File: src/hw/pif_pkg.sv
package pif_pkg;

	// ==========================================================
	// Bus and register map
	localparam int          DATA_W      = 32;
	localparam int          ADDR_W      = 8;
	localparam logic [7:0]  OFS_FLAG    = 8'h00;
	localparam logic [7:0]  OFS_STATUS  = 8'h04;
	localparam logic [7:0]  OFS_CLEAR   = 8'h08;
	localparam logic [7:0]  OFS_ENABLE  = 8'h0C;
	localparam logic [7:0]  OFS_CAUSE   = 8'h10;
	localparam logic [7:0]  OFS_OVERRUN = 8'h14;

	// ==========================================================
	// Flag layout
	localparam int          NFLAG       = 4;
	localparam int          BIT_OVF     = 0;
	localparam int          BIT_PMATCH  = 1;
	localparam int          BIT_CCP     = 2;
	localparam int          BIT_SERIAL  = 3;

	// ==========================================================
	// Serial port cause layout
	localparam int          NCAUSE      = 5;
	localparam int          CAUSE_STOP  = 0;
	localparam int          CAUSE_RSTRT = 1;
	localparam int          CAUSE_ACK   = 2;
	localparam int          CAUSE_BSTRT = 3;
	localparam int          CAUSE_BSTOP = 4;

	// ==========================================================
	// Reset values
	localparam logic [NFLAG-1:0]  RST_FLAGS  = 4'h0;
	localparam logic [NFLAG-1:0]  RST_ENABLE = 4'h0;
	localparam logic [NCAUSE-1:0] RST_CAUSE  = 5'h00;

	// ==========================================================
	// Capture/compare unit operating mode
	typedef enum logic [1:0] {
		PIF_CC_OFF,
		PIF_CC_CAPTURE,
		PIF_CC_COMPARE,
		PIF_CC_PWM
	} pif_ccmode_t;

endpackage

File: src/hw/pif_reg_if.sv
`timescale 1ns/10ps
interface pif_reg_if;
	import pif_pkg::*;
	logic                wr_en;
	logic [ADDR_W-1:0]   addr;
	logic [DATA_W-1:0]   wdata;
	logic [DATA_W-1:0]   rdata;

	modport bus  (output wr_en, output addr, output wdata, input rdata);
	modport regs (input wr_en, input addr, input wdata, output rdata);
endinterface

File: src/hw/pif_apb_slave.sv
`timescale 1ns/10ps
module pif_apb_slave (
	input  wire logic                          pclk,     // System clock
	input  wire logic                          presetn,  // Async reset, active low
	input  wire logic                          psel,     // APB select
	input  wire logic                          penable,  // APB access phase
	input  wire logic                          pwrite,   // APB direction
	input  wire logic [pif_pkg::ADDR_W-1:0]    paddr,    // APB byte address
	input  wire logic [pif_pkg::DATA_W-1:0]    pwdata,   // APB write data
	input  wire logic [3:0]                    pstrb,    // APB byte strobes
	output logic      [pif_pkg::DATA_W-1:0]    prdata,   // APB read data
	output logic                               pready,   // APB ready
	output logic                               pslverr,  // APB error
	pif_reg_if.bus                             rif       // Register access
);
	import pif_pkg::*;

	// ==========================================================
	// Address decode
	function automatic logic is_mapped(input logic [ADDR_W-1:0] a);
		return (a == OFS_FLAG) || (a == OFS_STATUS) || (a == OFS_CLEAR) ||
			(a == OFS_ENABLE) || (a == OFS_CAUSE) || (a == OFS_OVERRUN);
	endfunction

	logic [DATA_W-1:0] prdata_r;
	logic [DATA_W-1:0] prdata_nxt;

	// Zero wait states; only the low byte lane holds register bits
	assign pready    = 1'b1;
	assign pslverr   = psel & penable & ~is_mapped(paddr);
	assign rif.wr_en = psel & penable & pwrite & pstrb[0] & is_mapped(paddr);
	assign rif.addr  = paddr;
	assign rif.wdata = pwdata;
	assign prdata    = prdata_r;

	// Read data is captured in the setup cycle, valid through access
	always_comb begin
		prdata_nxt = prdata_r;
		if (psel & ~penable & ~pwrite) begin
			prdata_nxt = rif.rdata;
		end
	end

	always_ff @(posedge pclk or negedge presetn) begin
		if (!presetn) begin
			prdata_r <= '0;
		end else begin
			prdata_r <= prdata_nxt;
		end
	end

	chk_unmapped_error: assert property (@(posedge pclk) disable iff (!presetn)
		(psel & penable & ~is_mapped(paddr)) |-> (pslverr & ~rif.wr_en))
		else $error("unmapped access not refused");

endmodule // pif_apb_slave

File: src/hw/pif_flag_bank.sv
`timescale 1ns/10ps
module pif_flag_bank #(
	parameter int           W   = 4,    // Number of sticky bits
	parameter logic [W-1:0] RST = '0    // Reset value
) (
	input  wire logic          pclk,     // System clock
	input  wire logic          presetn,  // Async reset, active low
	input  wire logic [W-1:0]  set,      // Hardware set strobes
	input  wire logic [W-1:0]  clr,      // Software clear strobes
	output logic      [W-1:0]  q         // Sticky bits
);
	logic [W-1:0] q_r;
	logic [W-1:0] q_nxt;

	assign q = q_r;

	// Set wins over a clear in the same cycle
	always_comb begin
		q_nxt = (q_r & ~clr) | set; // RULE12
	end

	always_ff @(posedge pclk or negedge presetn) begin
		if (!presetn) begin
			q_r <= RST;
		end else begin
			q_r <= q_nxt;
		end
	end

	chk_set_wins: assert property (@(posedge pclk) disable iff (!presetn) // RULE12
		##1 ((q_r & $past(set)) == $past(set)))
		else $error("set event lost");

	chk_clear_takes: assert property (@(posedge pclk) disable iff (!presetn) // RULE12
		##1 ((q_r & $past(clr) & ~$past(set)) == '0))
		else $error("clear did not take");

	chk_bits_hold: assert property (@(posedge pclk) disable iff (!presetn) // RULE12
		##1 ((q_r & ~$past(q_r) & ~$past(set)) == '0))
		else $error("bit set without cause");

endmodule // pif_flag_bank

File: src/hw/pif_top.sv
`timescale 1ns/10ps
// Contract
// RULE1: A stop condition that the serial port started as bus master sets its flag when it completes.
// RULE2: A repeated start that the serial port started sets its flag when it completes.
// RULE3: An acknowledge sequence that the serial port started sets its flag when it completes.
// RULE4: A start condition placed by another master while the serial port is idle sets its flag.
// RULE5: A stop condition seen on the bus while the serial port is idle sets its flag.
// RULE6: A clear serial port flag means no setting condition has come since the last clear.
// RULE7: In capture mode a capture of the wide timer sets the capture/compare flag at bit 2.
// RULE8: In compare mode a wide timer match with the compare value sets the capture/compare flag.
// RULE9: In PWM mode the capture/compare unit never sets its flag.
// RULE10: The narrow timer reaching its period sets the period match flag at bit 1.
// RULE11: An overflow of the wide timer sets the overflow flag at bit 0.
// RULE12: Flags stay set until software clears them, and a set in the clearing cycle wins.
module pif_top (
	input  wire logic                          pclk,                 // System clock
	input  wire logic                          presetn,              // Async reset, active low
	input  wire logic                          psel,                 // APB select
	input  wire logic                          penable,              // APB access phase
	input  wire logic                          pwrite,               // APB direction
	input  wire logic [pif_pkg::ADDR_W-1:0]    paddr,                // APB byte address
	input  wire logic [pif_pkg::DATA_W-1:0]    pwdata,               // APB write data
	input  wire logic [3:0]                    pstrb,                // APB byte strobes
	output logic      [pif_pkg::DATA_W-1:0]    prdata,               // APB read data
	output logic                               pready,               // APB ready
	output logic                               pslverr,              // APB error
	input  wire logic                          ssport_stop_done,     // Own stop condition finished
	input  wire logic                          ssport_restart_done,  // Own repeated start finished
	input  wire logic                          ssport_ack_done,      // Own acknowledge finished
	input  wire logic                          ssport_bus_start,     // Start condition seen on bus
	input  wire logic                          ssport_bus_stop,      // Stop condition seen on bus
	input  wire logic                          ssport_idle,          // Serial port is idle
	input  pif_pkg::pif_ccmode_t               capcomp_mode,         // Capture/compare unit mode
	input  wire logic                          capcomp_capture,      // Wide timer value captured
	input  wire logic                          capcomp_match,        // Wide timer equals compare value
	input  wire logic                          narrow_timer_match,   // Narrow timer equals period
	input  wire logic                          wide_timer_overflow,  // Wide timer overflowed
	output logic                               irq                   // Interrupt, active high level
);
	import pif_pkg::*;

	// ==========================================================
	// Declarations
	pif_reg_if rif ();

	logic [NFLAG-1:0]  flag_q;
	logic [NFLAG-1:0]  flag_set;
	logic [NFLAG-1:0]  flag_clr;
	logic [NCAUSE-1:0] cause_q;
	logic [NCAUSE-1:0] cause_set;
	logic [NCAUSE-1:0] cause_clr;
	logic [NFLAG-1:0]  ovr_q;
	logic [NFLAG-1:0]  ovr_set;
	logic [NFLAG-1:0]  ovr_clr;
	logic [NFLAG-1:0]  en_r;
	logic [NFLAG-1:0]  en_nxt;
	logic              irq_r;
	logic              irq_nxt;
	logic              serial_evt;
	logic              ccp_evt;

	// ==========================================================
	// Register bus
	pif_apb_slave u_apb (
		.pclk    (pclk),
		.presetn (presetn),
		.psel    (psel),
		.penable (penable),
		.pwrite  (pwrite),
		.paddr   (paddr),
		.pwdata  (pwdata),
		.pstrb   (pstrb),
		.prdata  (prdata),
		.pready  (pready),
		.pslverr (pslverr),
		.rif     (rif.bus)
	);

	// ==========================================================
	// Event qualification
	always_comb begin
		cause_set              = '0;
		cause_set[CAUSE_STOP]  = ssport_stop_done;                 // RULE1
		cause_set[CAUSE_RSTRT] = ssport_restart_done;              // RULE2
		cause_set[CAUSE_ACK]   = ssport_ack_done;                  // RULE3
		cause_set[CAUSE_BSTRT] = ssport_bus_start & ssport_idle;   // RULE4
		cause_set[CAUSE_BSTOP] = ssport_bus_stop & ssport_idle;    // RULE5
	end

	// Only qualified conditions reach the serial flag
	assign serial_evt = |cause_set; // RULE6

	// PWM and off modes leave the flag alone
	assign ccp_evt = ((capcomp_mode == PIF_CC_CAPTURE) & capcomp_capture) | // RULE7
		((capcomp_mode == PIF_CC_COMPARE) & capcomp_match);                 // RULE8 RULE9

	always_comb begin
		flag_set             = '0;
		flag_set[BIT_OVF]    = wide_timer_overflow;  // RULE11
		flag_set[BIT_PMATCH] = narrow_timer_match;   // RULE10
		flag_set[BIT_CCP]    = ccp_evt;              // RULE7 RULE8
		flag_set[BIT_SERIAL] = serial_evt;           // RULE1 RULE2 RULE3 RULE4 RULE5
	end

	// Event arriving on a flag that is already pending
	assign ovr_set = flag_set & flag_q;

	// ==========================================================
	// Software clears
	always_comb begin
		flag_clr = '0;
		if (rif.wr_en) begin
			if (rif.addr == OFS_FLAG) begin
				flag_clr = ~rif.wdata[NFLAG-1:0]; // RULE12
			end else if (rif.addr == OFS_CLEAR) begin
				flag_clr = rif.wdata[NFLAG-1:0];
			end
		end
	end

	// Cause and overrun history go with their flag
	assign cause_clr = {NCAUSE{flag_clr[BIT_SERIAL]}};
	assign ovr_clr   = flag_clr;

	// ==========================================================
	// Sticky storage
	pif_flag_bank #(
		.W   (NFLAG),
		.RST (RST_FLAGS)
	) u_flags (
		.pclk    (pclk),
		.presetn (presetn),
		.set     (flag_set),
		.clr     (flag_clr),
		.q       (flag_q)
	);

	pif_flag_bank #(
		.W   (NCAUSE),
		.RST (RST_CAUSE)
	) u_cause (
		.pclk    (pclk),
		.presetn (presetn),
		.set     (cause_set),
		.clr     (cause_clr),
		.q       (cause_q)
	);

	pif_flag_bank #(
		.W   (NFLAG),
		.RST (RST_FLAGS)
	) u_ovr (
		.pclk    (pclk),
		.presetn (presetn),
		.set     (ovr_set),
		.clr     (ovr_clr),
		.q       (ovr_q)
	);

	// ==========================================================
	// Enable register and interrupt output
	always_comb begin
		en_nxt = en_r;
		if (rif.wr_en && (rif.addr == OFS_ENABLE)) begin
			en_nxt = rif.wdata[NFLAG-1:0];
		end
		irq_nxt = |(flag_q & en_r);
	end

	always_ff @(posedge pclk or negedge presetn) begin
		if (!presetn) begin
			en_r  <= RST_ENABLE;
			irq_r <= 1'b0;
		end else begin
			en_r  <= en_nxt;
			irq_r <= irq_nxt;
		end
	end

	assign irq = irq_r;

	// ==========================================================
	// Read data
	always_comb begin
		rif.rdata = '0;
		if ((rif.addr == OFS_FLAG) || (rif.addr == OFS_STATUS)) begin
			rif.rdata[NFLAG-1:0] = flag_q;
		end else if (rif.addr == OFS_ENABLE) begin
			rif.rdata[NFLAG-1:0] = en_r;
		end else if (rif.addr == OFS_CAUSE) begin
			rif.rdata[NCAUSE-1:0] = cause_q;
		end else if (rif.addr == OFS_OVERRUN) begin
			rif.rdata[NFLAG-1:0] = ovr_q;
		end
	end

	// ==========================================================
	// Checks
	chk_own_stop_sets: assert property (@(posedge pclk) disable iff (!presetn) // RULE1
		ssport_stop_done |=> (flag_q[BIT_SERIAL] & cause_q[CAUSE_STOP]))
		else $error("own stop did not set serial flag");

	chk_own_restart_sets: assert property (@(posedge pclk) disable iff (!presetn) // RULE2
		ssport_restart_done |=> (flag_q[BIT_SERIAL] & cause_q[CAUSE_RSTRT]))
		else $error("own restart did not set serial flag");

	chk_own_ack_sets: assert property (@(posedge pclk) disable iff (!presetn) // RULE3
		ssport_ack_done |=> (flag_q[BIT_SERIAL] & cause_q[CAUSE_ACK]))
		else $error("own acknowledge did not set serial flag");

	chk_idle_start_sets: assert property (@(posedge pclk) disable iff (!presetn) // RULE4
		(ssport_bus_start & ssport_idle) |=> (flag_q[BIT_SERIAL] & cause_q[CAUSE_BSTRT]))
		else $error("bus start while idle did not set serial flag");

	chk_idle_stop_sets: assert property (@(posedge pclk) disable iff (!presetn) // RULE5
		(ssport_bus_stop & ssport_idle) |=> (flag_q[BIT_SERIAL] & cause_q[CAUSE_BSTOP]))
		else $error("bus stop while idle did not set serial flag");

	chk_serial_cause: assert property (@(posedge pclk) disable iff (!presetn) // RULE6
		$rose(flag_q[BIT_SERIAL]) |-> ($past(serial_evt) & (cause_q != '0)))
		else $error("serial flag rose without a condition");

	chk_busy_ignored: assert property (@(posedge pclk) disable iff (!presetn) // RULE6
		(~flag_q[BIT_SERIAL] & ~ssport_idle & ~ssport_stop_done & ~ssport_restart_done
			& ~ssport_ack_done) |=> ~flag_q[BIT_SERIAL])
		else $error("serial flag set while busy without own condition");

	chk_capture_sets: assert property (@(posedge pclk) disable iff (!presetn) // RULE7
		((capcomp_mode == PIF_CC_CAPTURE) & capcomp_capture) |=> flag_q[BIT_CCP])
		else $error("capture did not set capture/compare flag");

	chk_compare_sets: assert property (@(posedge pclk) disable iff (!presetn) // RULE8
		((capcomp_mode == PIF_CC_COMPARE) & capcomp_match) |=> flag_q[BIT_CCP])
		else $error("compare match did not set capture/compare flag");

	chk_pwm_silent: assert property (@(posedge pclk) disable iff (!presetn) // RULE9
		((capcomp_mode == PIF_CC_PWM) & ~flag_q[BIT_CCP]) |=> ~flag_q[BIT_CCP])
		else $error("capture/compare flag set in pwm mode");

	chk_period_sets: assert property (@(posedge pclk) disable iff (!presetn) // RULE10
		narrow_timer_match |=> flag_q[BIT_PMATCH] [*1] ##0 (rif.rdata[BIT_PMATCH] | (rif.addr != OFS_FLAG)))
		else $error("period match did not set its flag");

	chk_overflow_sets: assert property (@(posedge pclk) disable iff (!presetn) // RULE11
		wide_timer_overflow |=> flag_q[BIT_OVF])
		else $error("overflow did not set its flag");

	chk_write_zero_clears: assert property (@(posedge pclk) disable iff (!presetn) // RULE12
		(rif.wr_en & (rif.addr == OFS_FLAG) & ~rif.wdata[BIT_OVF] & ~wide_timer_overflow)
			|=> ~flag_q[BIT_OVF])
		else $error("writing zero did not clear the overflow flag");

	chk_write_one_keeps: assert property (@(posedge pclk) disable iff (!presetn) // RULE12
		(rif.wr_en & (rif.addr == OFS_FLAG) & rif.wdata[BIT_PMATCH] & flag_q[BIT_PMATCH])
			|=> flag_q[BIT_PMATCH])
		else $error("writing one cleared the period match flag");

	chk_irq_follows: assert property (@(posedge pclk) disable iff (!presetn)
		##1 (irq == |($past(flag_q) & $past(en_r))))
		else $error("interrupt does not follow enabled flags");

	chk_clear_reg_clears: assert property (@(posedge pclk) disable iff (!presetn) // RULE12
		(rif.wr_en & (rif.addr == OFS_CLEAR) & rif.wdata[BIT_PMATCH] & ~narrow_timer_match)
			|=> ~flag_q[BIT_PMATCH])
		else $error("clear register did not clear the period match flag");

	chk_clear_set_wins: assert property (@(posedge pclk) disable iff (!presetn) // RULE12
		(rif.wr_en & (rif.addr == OFS_FLAG) & ~rif.wdata[BIT_OVF] & wide_timer_overflow)
			|=> flag_q[BIT_OVF])
		else $error("overflow lost against a clearing write");

	chk_cause_cleared: assert property (@(posedge pclk) disable iff (!presetn) // RULE6
		(rif.wr_en & (rif.addr == OFS_CLEAR) & rif.wdata[BIT_SERIAL] & ~ssport_stop_done
			& ~ssport_restart_done & ~ssport_ack_done & ~ssport_bus_start & ~ssport_bus_stop)
			|=> ((cause_q == '0) & ~flag_q[BIT_SERIAL]))
		else $error("serial flag or cause survived its clear");

	chk_pmatch_needs_event: assert property (@(posedge pclk) disable iff (!presetn) // RULE10
		(~flag_q[BIT_PMATCH] & ~narrow_timer_match) |=> ~flag_q[BIT_PMATCH])
		else $error("period match flag set without a match");

	chk_ovf_needs_event: assert property (@(posedge pclk) disable iff (!presetn) // RULE11
		(~flag_q[BIT_OVF] & ~wide_timer_overflow) |=> ~flag_q[BIT_OVF])
		else $error("overflow flag set without an overflow");

	chk_ccp_needs_event: assert property (@(posedge pclk) disable iff (!presetn) // RULE7 RULE8
		(~flag_q[BIT_CCP] & ~capcomp_capture & ~capcomp_match) |=> ~flag_q[BIT_CCP])
		else $error("capture/compare flag set without an event");

	chk_ccp_sticky: assert property (@(posedge pclk) disable iff (!presetn) // RULE12
		(flag_q[BIT_CCP] & ~(rif.wr_en & (rif.addr == OFS_FLAG) & ~rif.wdata[BIT_CCP])
			& ~(rif.wr_en & (rif.addr == OFS_CLEAR) & rif.wdata[BIT_CCP])) |=> flag_q[BIT_CCP])
		else $error("capture/compare flag dropped without a clear");

	chk_serial_sticky: assert property (@(posedge pclk) disable iff (!presetn) // RULE12
		(flag_q[BIT_SERIAL] & ~(rif.wr_en & (rif.addr == OFS_FLAG) & ~rif.wdata[BIT_SERIAL])
			& ~(rif.wr_en & (rif.addr == OFS_CLEAR) & rif.wdata[BIT_SERIAL])) |=> flag_q[BIT_SERIAL])
		else $error("serial flag dropped without a clear");

	chk_irq_masked: assert property (@(posedge pclk) disable iff (!presetn)
		(en_r == '0) |=> ~irq)
		else $error("interrupt raised with all sources disabled");

	chk_overrun_marks: assert property (@(posedge pclk) disable iff (!presetn)
		(wide_timer_overflow & flag_q[BIT_OVF]) |=> ovr_q[BIT_OVF])
		else $error("repeated overflow not marked as overrun");

	chk_strobe_ignored: assert property (@(posedge pclk) disable iff (!presetn)
		(psel & penable & pwrite & ~pstrb[0] & (paddr == OFS_ENABLE)) |=> $stable(en_r))
		else $error("write without low byte lane changed the enable register");

endmodule // pif_top

File: config.mk
export PLATFORM = sky130hd
export DESIGN_NAME = pif_top
export DESIGN_NICKNAME = d
export VERILOG_FILES = /design/src/hw/pif_pkg.sv /design/src/hw/pif_reg_if.sv /design/src/hw/pif_apb_slave.sv /design/src/hw/pif_flag_bank.sv /design/src/hw/pif_top.sv
export SDC_FILE = /design/constraint.sdc
export NUM_CORES = 1
export LEC_CHECK = 0
export BUFFER_PORTS_ARGS = -buffer_cell sky130_fd_sc_hd__buf_2
export CAP_MARGIN = 0
export CORE_UTILIZATION = 41
export DETAILED_ROUTE_END_ITERATION = 7
export GPL_TIMING_DRIVEN = 0
export PLACE_DENSITY = 0.84
export SYNTH_ARGS = -nofsm -noshare
export SYNTH_HDL_FRONTEND = slang
export SYNTH_SLANG_ARGS = --single-unit
File: constraint.sdc
create_clock -name pclk -period 1.5 [get_ports pclk]
set_input_delay 0.3 -clock pclk [delete_from_list [all_inputs] [get_ports pclk]]
set_output_delay 0.3 -clock pclk [all_outputs]
set_load 0.02 [all_outputs]
==> results of run 1 <==
[worst reg2reg max path: stages (launching register included)]
cell	delay [ps]
dfrtp_1	450
nand2b_1	80
a21oi_1	120
a21oi_1	50
o41ai_1	350
[final timing paths]
check / endpoint / slack (ps) / cells past startpoint
max in group asynchronous: u_apb.prdata[0] / 670 / 2
setup reg to reg: u_apb.prdata[3] / 330 / 4
min in group asynchronous: en_r[0] / 480 / 2
setup / recovery: en_r[1] / 7 / 6
hold / removal: u_cause.q[1] / 180 / 2
hold reg to reg: u_apb.prdata[3] / 490 / 2
[kinds of logic (layout without fill, tap and decap cells)]
family | Yosys count | after routing | synth area share
other cells | 2 | 28 | 0.00531
flops | 23 | 23 | 0.407
mux | 5 | 5 | 0.0495
buf+inv | 39 | 81 | 0.179
xor+xnor | 4 | 4 | 0.0248
compound gates | 35 | 35 | 0.175
simple gates | 41 | 41 | 0.159
[synthesized netlist by cell type, drive strengths merged]
cell     n
mux2i    1
nand3b   3
nor4     1
nand2b   4
a22o     6
a21o     7
inv      6
a22oi    2
conb     2
nand4    1
o21ai    2
nand2   18
xor2     4
o41ai    5
mux2     4
dfrtp   23
a31oi    1
buf     30
or4      1
nor2     7
o22ai    3
clkbuf   3
o22a     1
nor3     5
nand3    1
a21oi    8
[metal layers]
layer  part of all wire  wire length [µm]
met1               0.44              1280
met2               0.48              1400
met3              0.061               177
met4              0.013                39
met5                  0                 0
[registers in the layout, summed over array words and instances, names as in the netlist]
name,count
en_r,4
u_cause.q,5
u_apb.prdata,5
u_ovr.q,4
u_flags.q,4
irq,1
[report_power, final]
group	switching, W	internal (W)	leakage (nW)
logic	0.000162	0.000119	0.674
registers	0.00000203	0.000624	0.253
clock network	0.000176	0.000104	0.0150
[layout make-up]
| cell class | instances | area (µm²) | area share |
|---|---|---|---|
| timing repair buffer | 38 | 215 | 0.118 |
| tap | 44 | 55.1 | 0.0302 |
| buffer | 33 | 240 | 0.132 |
| multi-input combinational | 113 | 689 | 0.378 |
| inverter | 6 | 22.5 | 0.0123 |
| sequential | 23 | 576 | 0.316 |
| clock buffer | 4 | 26.3 | 0.0144 |
[timing repair]
action                     4_1_cts  5_1_grt
buffers inserted                 2        1
resized for setup                2        4
hold buffers                     1        0
setup endpoints to repair        9        5
hold endpoints to repair        23        0
pin swaps                        0        0
[metrics by stage]
| step | util | setup slack [ps] | area (µm²) | hold slack, ps |
|---|---|---|---|---|
| after floorplan | - | -196 | 1520 | 4.41 |
| after global placement | 0.554 | -450 | 1750 | 301 |
| after detailed placement | 0.554 | -443 | 1750 | 301 |
| after CTS | 0.571 | 10.4 | 1800 | 171 |
| after global routing | 0.579 | -14.7 | 1820 | 164 |
| final | 0.579 | 6.77 | 1820 | 180 |
==> impl_metrics.yaml, run 1 <==
outcome:
  outcome: "completed"
cts:
  tritoncts: "done"
  path_clk_slew_ps: 120
  clk-insertion-delay-late_ps: 300
  cts_buffers: 3
  cts-htree-levels: 1
  cts-root-buf: "clkbuf_4"
  clock_path_buffers: 2
  clkSinkCount: 23
route:
  wirelength_um: 2890
  firstDrtPassIters: 4
  dr.first_iter.drc_count: 22
  ant_nets: 0
  viasPerCell: 4.56
  routedWlPerCell_um: 11.1
  drc_errors: 0
  via_count: 1191
power_and_ir_drop:
  peakVddDrop_uv: 584
  power.density_nw_per_um2: 650
  p_leak_nw: 0.943
  total_power_w: 0.00119
grt:
  antenna_found_initial: 0
  use_met2: 0.297
  grt_start_max_net_pins: 24
  use_met1: 0.221
  grtUsageMet3: 0.0341
  track_usage: 0.172
  top_usage_layer: "met2"
  gr-total-overflow: 0
  grt_pass1_wl_um: 4730
  first_global_vias: 1073
placed_design:
  dp_hpwl_um: 2250
  gp_congestion: 0.782
  io_buffer_count: 34
  place_inst: 253
floorplan:
  die_area_um2: 3690
  row_count: 20
  coreArea_um2: 3150
  start_util: 0.449
  pin_count: 96
  fp.dieW_um: 60.8
  dieHeight_um: 60.8
critical_path:
  worstSetupPathType: "in -> reg"
  arrival_ps: 1700
  path_max_fanout: 4
  startpoint_type: "input pin"
  cp_slowest_cell: "or4_4"
  crit_buf_inv: 2
  worst_setup_path_end_kind: "flip-flop"
  path_cells: "buf_6 > or4_4 > nor4_4 > buf_4 > nand3_4 > mux2_4"
  worst_ep_required_time_ps: 1700
  worstReg2RegStart: "u_flags.q[3]"
  worstSetupStartpoint: "paddr[7]"
  critical_path.top_delay_family: "simple AND/OR/NAND/NOR gates"
  slowest_delay_ps: 540
cells_and_area:
  final_cell_mix: "34 x buf_2, 31 x buf_4, 28 x conb_1, 23 x dfrtp_1, 17 x nand2_1"
  nFillCells: 325
  diodes: 0
  layout-drive-gt1-share: 0.373
  instances_no_fill: 261
  mostFrequentLayoutCell: "buf_2"
  area_growth_pct: 28.9
  nets: 279
hold_path:
  hp-class: "in -> reg"
  hp-start: "ssport_restart_done"
sta:
  rsz0062_at_grt: "yes"
  finalHoldViolations: 0
  period_share: 0.995
  finalCriticalPeriod_ps: 1490
  drv_slew: 0
  max_slew_margin: 0.617
  max_freq_mhz: 670
  worst_pin_slew_ps: 574
  finalClockSkew_ps: 6.14
  fin_tns_setup_ps: 0
  final-setup-viol-count: 0
synth:
  syn_area_um2: 1420
  yosysSeqAreaShare: 0.407
  ys_ff_latch: 23
  synth_area_leaders: "dfrtp_1 41%, buf_4 15%, nand2_1 4.5%, mux2_4 4.2%, a21o_1 3.7%"
  avgSynthCellArea_um2: 9.50
  synth_top_cell_by_area: "dfrtp_1"
  syn_inst: 149
  ys_warn_count: 0
  synth_top_area_share: 0.407
  synth.distinct_cells: 28
run:
  drv_cap: 0
(Power assumes the default switching activity.)
==> inputs of run 2 (changes only) <==
ABC_AREA = 1   (was default)
CORE_ASPECT_RATIO = 1.25   (was default)
CORE_UTILIZATION = 43   (was 41)
PLACE_DENSITY = 0.85   (was 0.84)
==> run 2 against run 1 <==
Maximum frequency is 9.0% higher; critical endpoint is now pslverr; via count is 19% higher; core utilization fell by 0.24 points; sequential cell count stayed put; clock power is 30% higher; critical path type is now in -> out; sequential power barely moved; clock-buffer cell count is the same; power grew 4.9%; non-clock buffer count decreased by 6.
==> impl_metrics.yaml, run 2 <==
outcome:
  outcome: "completed"
sta:
  finalClockSkew_ps: 1.35
  finalCriticalPeriod_ps: 1370
  max_slew_margin: 0.665
  period_share: 0.914
  worst_pin_slew_ps: 502
  drv_slew: 0
  rsz0062_at_grt: "no"
  fin_tns_setup_ps: 0
  final-setup-viol-count: 0
  finalHoldViolations: 0
  setup_ws_ps: 129
  max_freq_mhz: 730
critical_path:
  r2r-end: "u_apb.prdata[3]"
  arrival_ps: 1070
  slowest_delay_ps: 200
  crit_buf_inv: 3
  cp_common_cell: "nand2_2"
  path_max_fanout: 10
  worstSetupStartpoint: "paddr[5]"
  startpoint_type: "input pin"
  path_cells: "buf_2 > clkinv_2 > nand2_2 > nor2_8 > nand2_2 > nand2_2 > nor2_1 > buf_2"
  critical_path.top_delay_family: "simple AND/OR/NAND/NOR gates"
  cp_slowest_cell: "nor2_8"
  reg2reg_slack_ps: 640
  worstSetupPathType: "in -> out"
  r2r_cells: 4
  worstReg2RegStart: "u_flags.q[3]"
  worst_setup_path_end_kind: "output port"
  worst_ep_required_time_ps: 1200
synth:
  synthFlopType: "dfrtp_1"
  synth_edf_count: 0
  synth_common_cells: "84 x nand2_1, 29 x buf_4, 23 x dfrtp_1"
  syn_inst: 217
  syn_area_um2: 1540
  synth-xor-area-share: 0
  synth_top_family_by_area: "simple AND/OR/NAND/NOR gates"
  synth.distinct_cells: 18
  yosys.area_share.simple: 0.417
  synth.most_common_cell: "nand2_1"
  synth_area_leaders: "dfrtp_1 37%, nand2_1 21%, buf_4 14%, nand3_1 7.2%, inv_1 3.9%"
  synth_top_area_share: 0.374
  synth_top_cell_by_area: "dfrtp_1"
  ys_ff_latch: 23
  synth_compound_area_frac: 0.00651
  yosysSeqAreaShare: 0.374
  synthArstFlopShare: 1.00
  muxShareOfSynthArea: 0
  synthAdderAreaFrac: 0
  ys_warn_count: 0
  avgSynthCellArea_um2: 7.09
cells_and_area:
  nFillCells: 323
  instances_no_fill: 320
  layout-drive-gt1-share: 0.318
  area_growth_pct: 24.0
  fin_util: 0.576
  nets: 345
  mostFrequentLayoutCell: "nand2_1"
  diodes: 0
  final_cell_mix: "84 x nand2_1, 36 x buf_2, 29 x buf_4, 28 x conb_1, 23 x dfrtp_1"
route:
  via_count: 1414
  ant_nets: 0
  viasPerCell: 4.42
  dr.first_iter.drc_count: 36
  firstDrtPassIters: 4
  wirelength_um: 2960
  routedWlPerCell_um: 9.26
  drc_errors: 0
floorplan:
  start_util: 0.465
  pin_count: 96
  dieHeight_um: 68.9
  coreArea_um2: 3310
  fp.dieW_um: 55.5
  row_count: 23
  die_area_um2: 3820
cts:
  tritoncts: "done"
  cts_buffers: 3
  clock_path_buffers: 2
  hold_buffers: 0
  cts_resized: 0
  cts-htree-levels: 1
  cts-root-buf: "clkbuf_8"
  clk-insertion-delay-late_ps: 250
  path_clk_slew_ps: 70
  cts_setup_buffers: 0
  clkSinkCount: 23
placed_design:
  gp_congestion: 0.834
  place_ws_ps: 68.7
  place_inst: 316
  dp_hpwl_um: 2480
  io_buffer_count: 36
grt:
  grt_start_max_net_pins: 24
  first_global_vias: 1138
  grt_pass1_wl_um: 4770
  antenna_found_initial: 0
  track_usage: 0.159
  gr-total-overflow: 0
hold_path:
  hp-class: "in -> async"
power_and_ir_drop:
  total_power_w: 0.00124
  peakVddDrop_uv: 514
  power.density_nw_per_um2: 652
  p_leak_nw: 1.16
run:
  drv_cap: 0
run 2: cell count changes after synthesis, moves of 4 or more:
cell	before	now
nand2_2	1	8
inv_2	0	4
a21o_1	7	0
o41ai_1	5	0
a22o_1	6	0
mux2_4	4	0
nand4_1	1	8
nand2_1	17	84
a21oi_1	8	0
xor2_1	4	0
nand2b_1	4	0
nor2_2	0	4
nand3_1	0	22
inv_1	6	16
run 2: power by group:
group	total (W)	switching [W]	internal, W
Clock	0.000363	0.000174	0.000189
Sequential	0.000623	0.000000962	0.000622
Combinational	0.000258	0.000158	0.000100
Total	0.00124	0.000334	0.000910
run 2: kinds of logic after synthesis:
family / count (synthesis)
other: 2
AO/OA/AOI/OAI: 2
AND/OR/NAND/NOR: 139
flip-flops: 23
buffers and inverters: 51
run 2: worst max-delay path by stage:
stage              endpoint  slack, ps  cells past startpoint
2_1_floorplan       pslverr        300                      6
3_3_place_gp   u_cause.q[4]        110                     11
3_5_place_dp   u_cause.q[0]         70                     11
4_1_cts             pslverr        120                      8
5_1_grt             pslverr         70                      8
6_report            pslverr        130                      8
run 2: layer usage:
metal	routed length [µm]	vias up	global-route usage
met5	0	-	0
met4	22	0	0.0469
met3	146	2	0.0224
met2	1570	49	0.316
met1	1220	613	0.177
li1	-	750	-
run 2: final cells by class:
type	instances	area (µm²)	share of cell area
well taps	37	46.3	0.0243
inverters	22	86.3	0.0453
flip-flops and latches	23	576	0.302
clock buffers	4	45.0	0.0236
repair buffers	36	180	0.0945
plain buffers	29	218	0.114
multi-input cells	169	756	0.396
run 2: through the flow:
step | instance area [µm²] | hold slack (ps)
after detailed placement | 1860 | 304
after floorplan | 1640 | 4.41
final | 1910 | 5.96
after global routing | 1910 | 33.2
after CTS | 1910 | 22.4
after global placement | 1860 | 291
run 2: worst register-to-register path, stage by stage (launching register included):
cell and delay (ps):
dfrtp_1 430, nand3_1 100, nand4_1 110, nand2_1 70, nand2_1 50
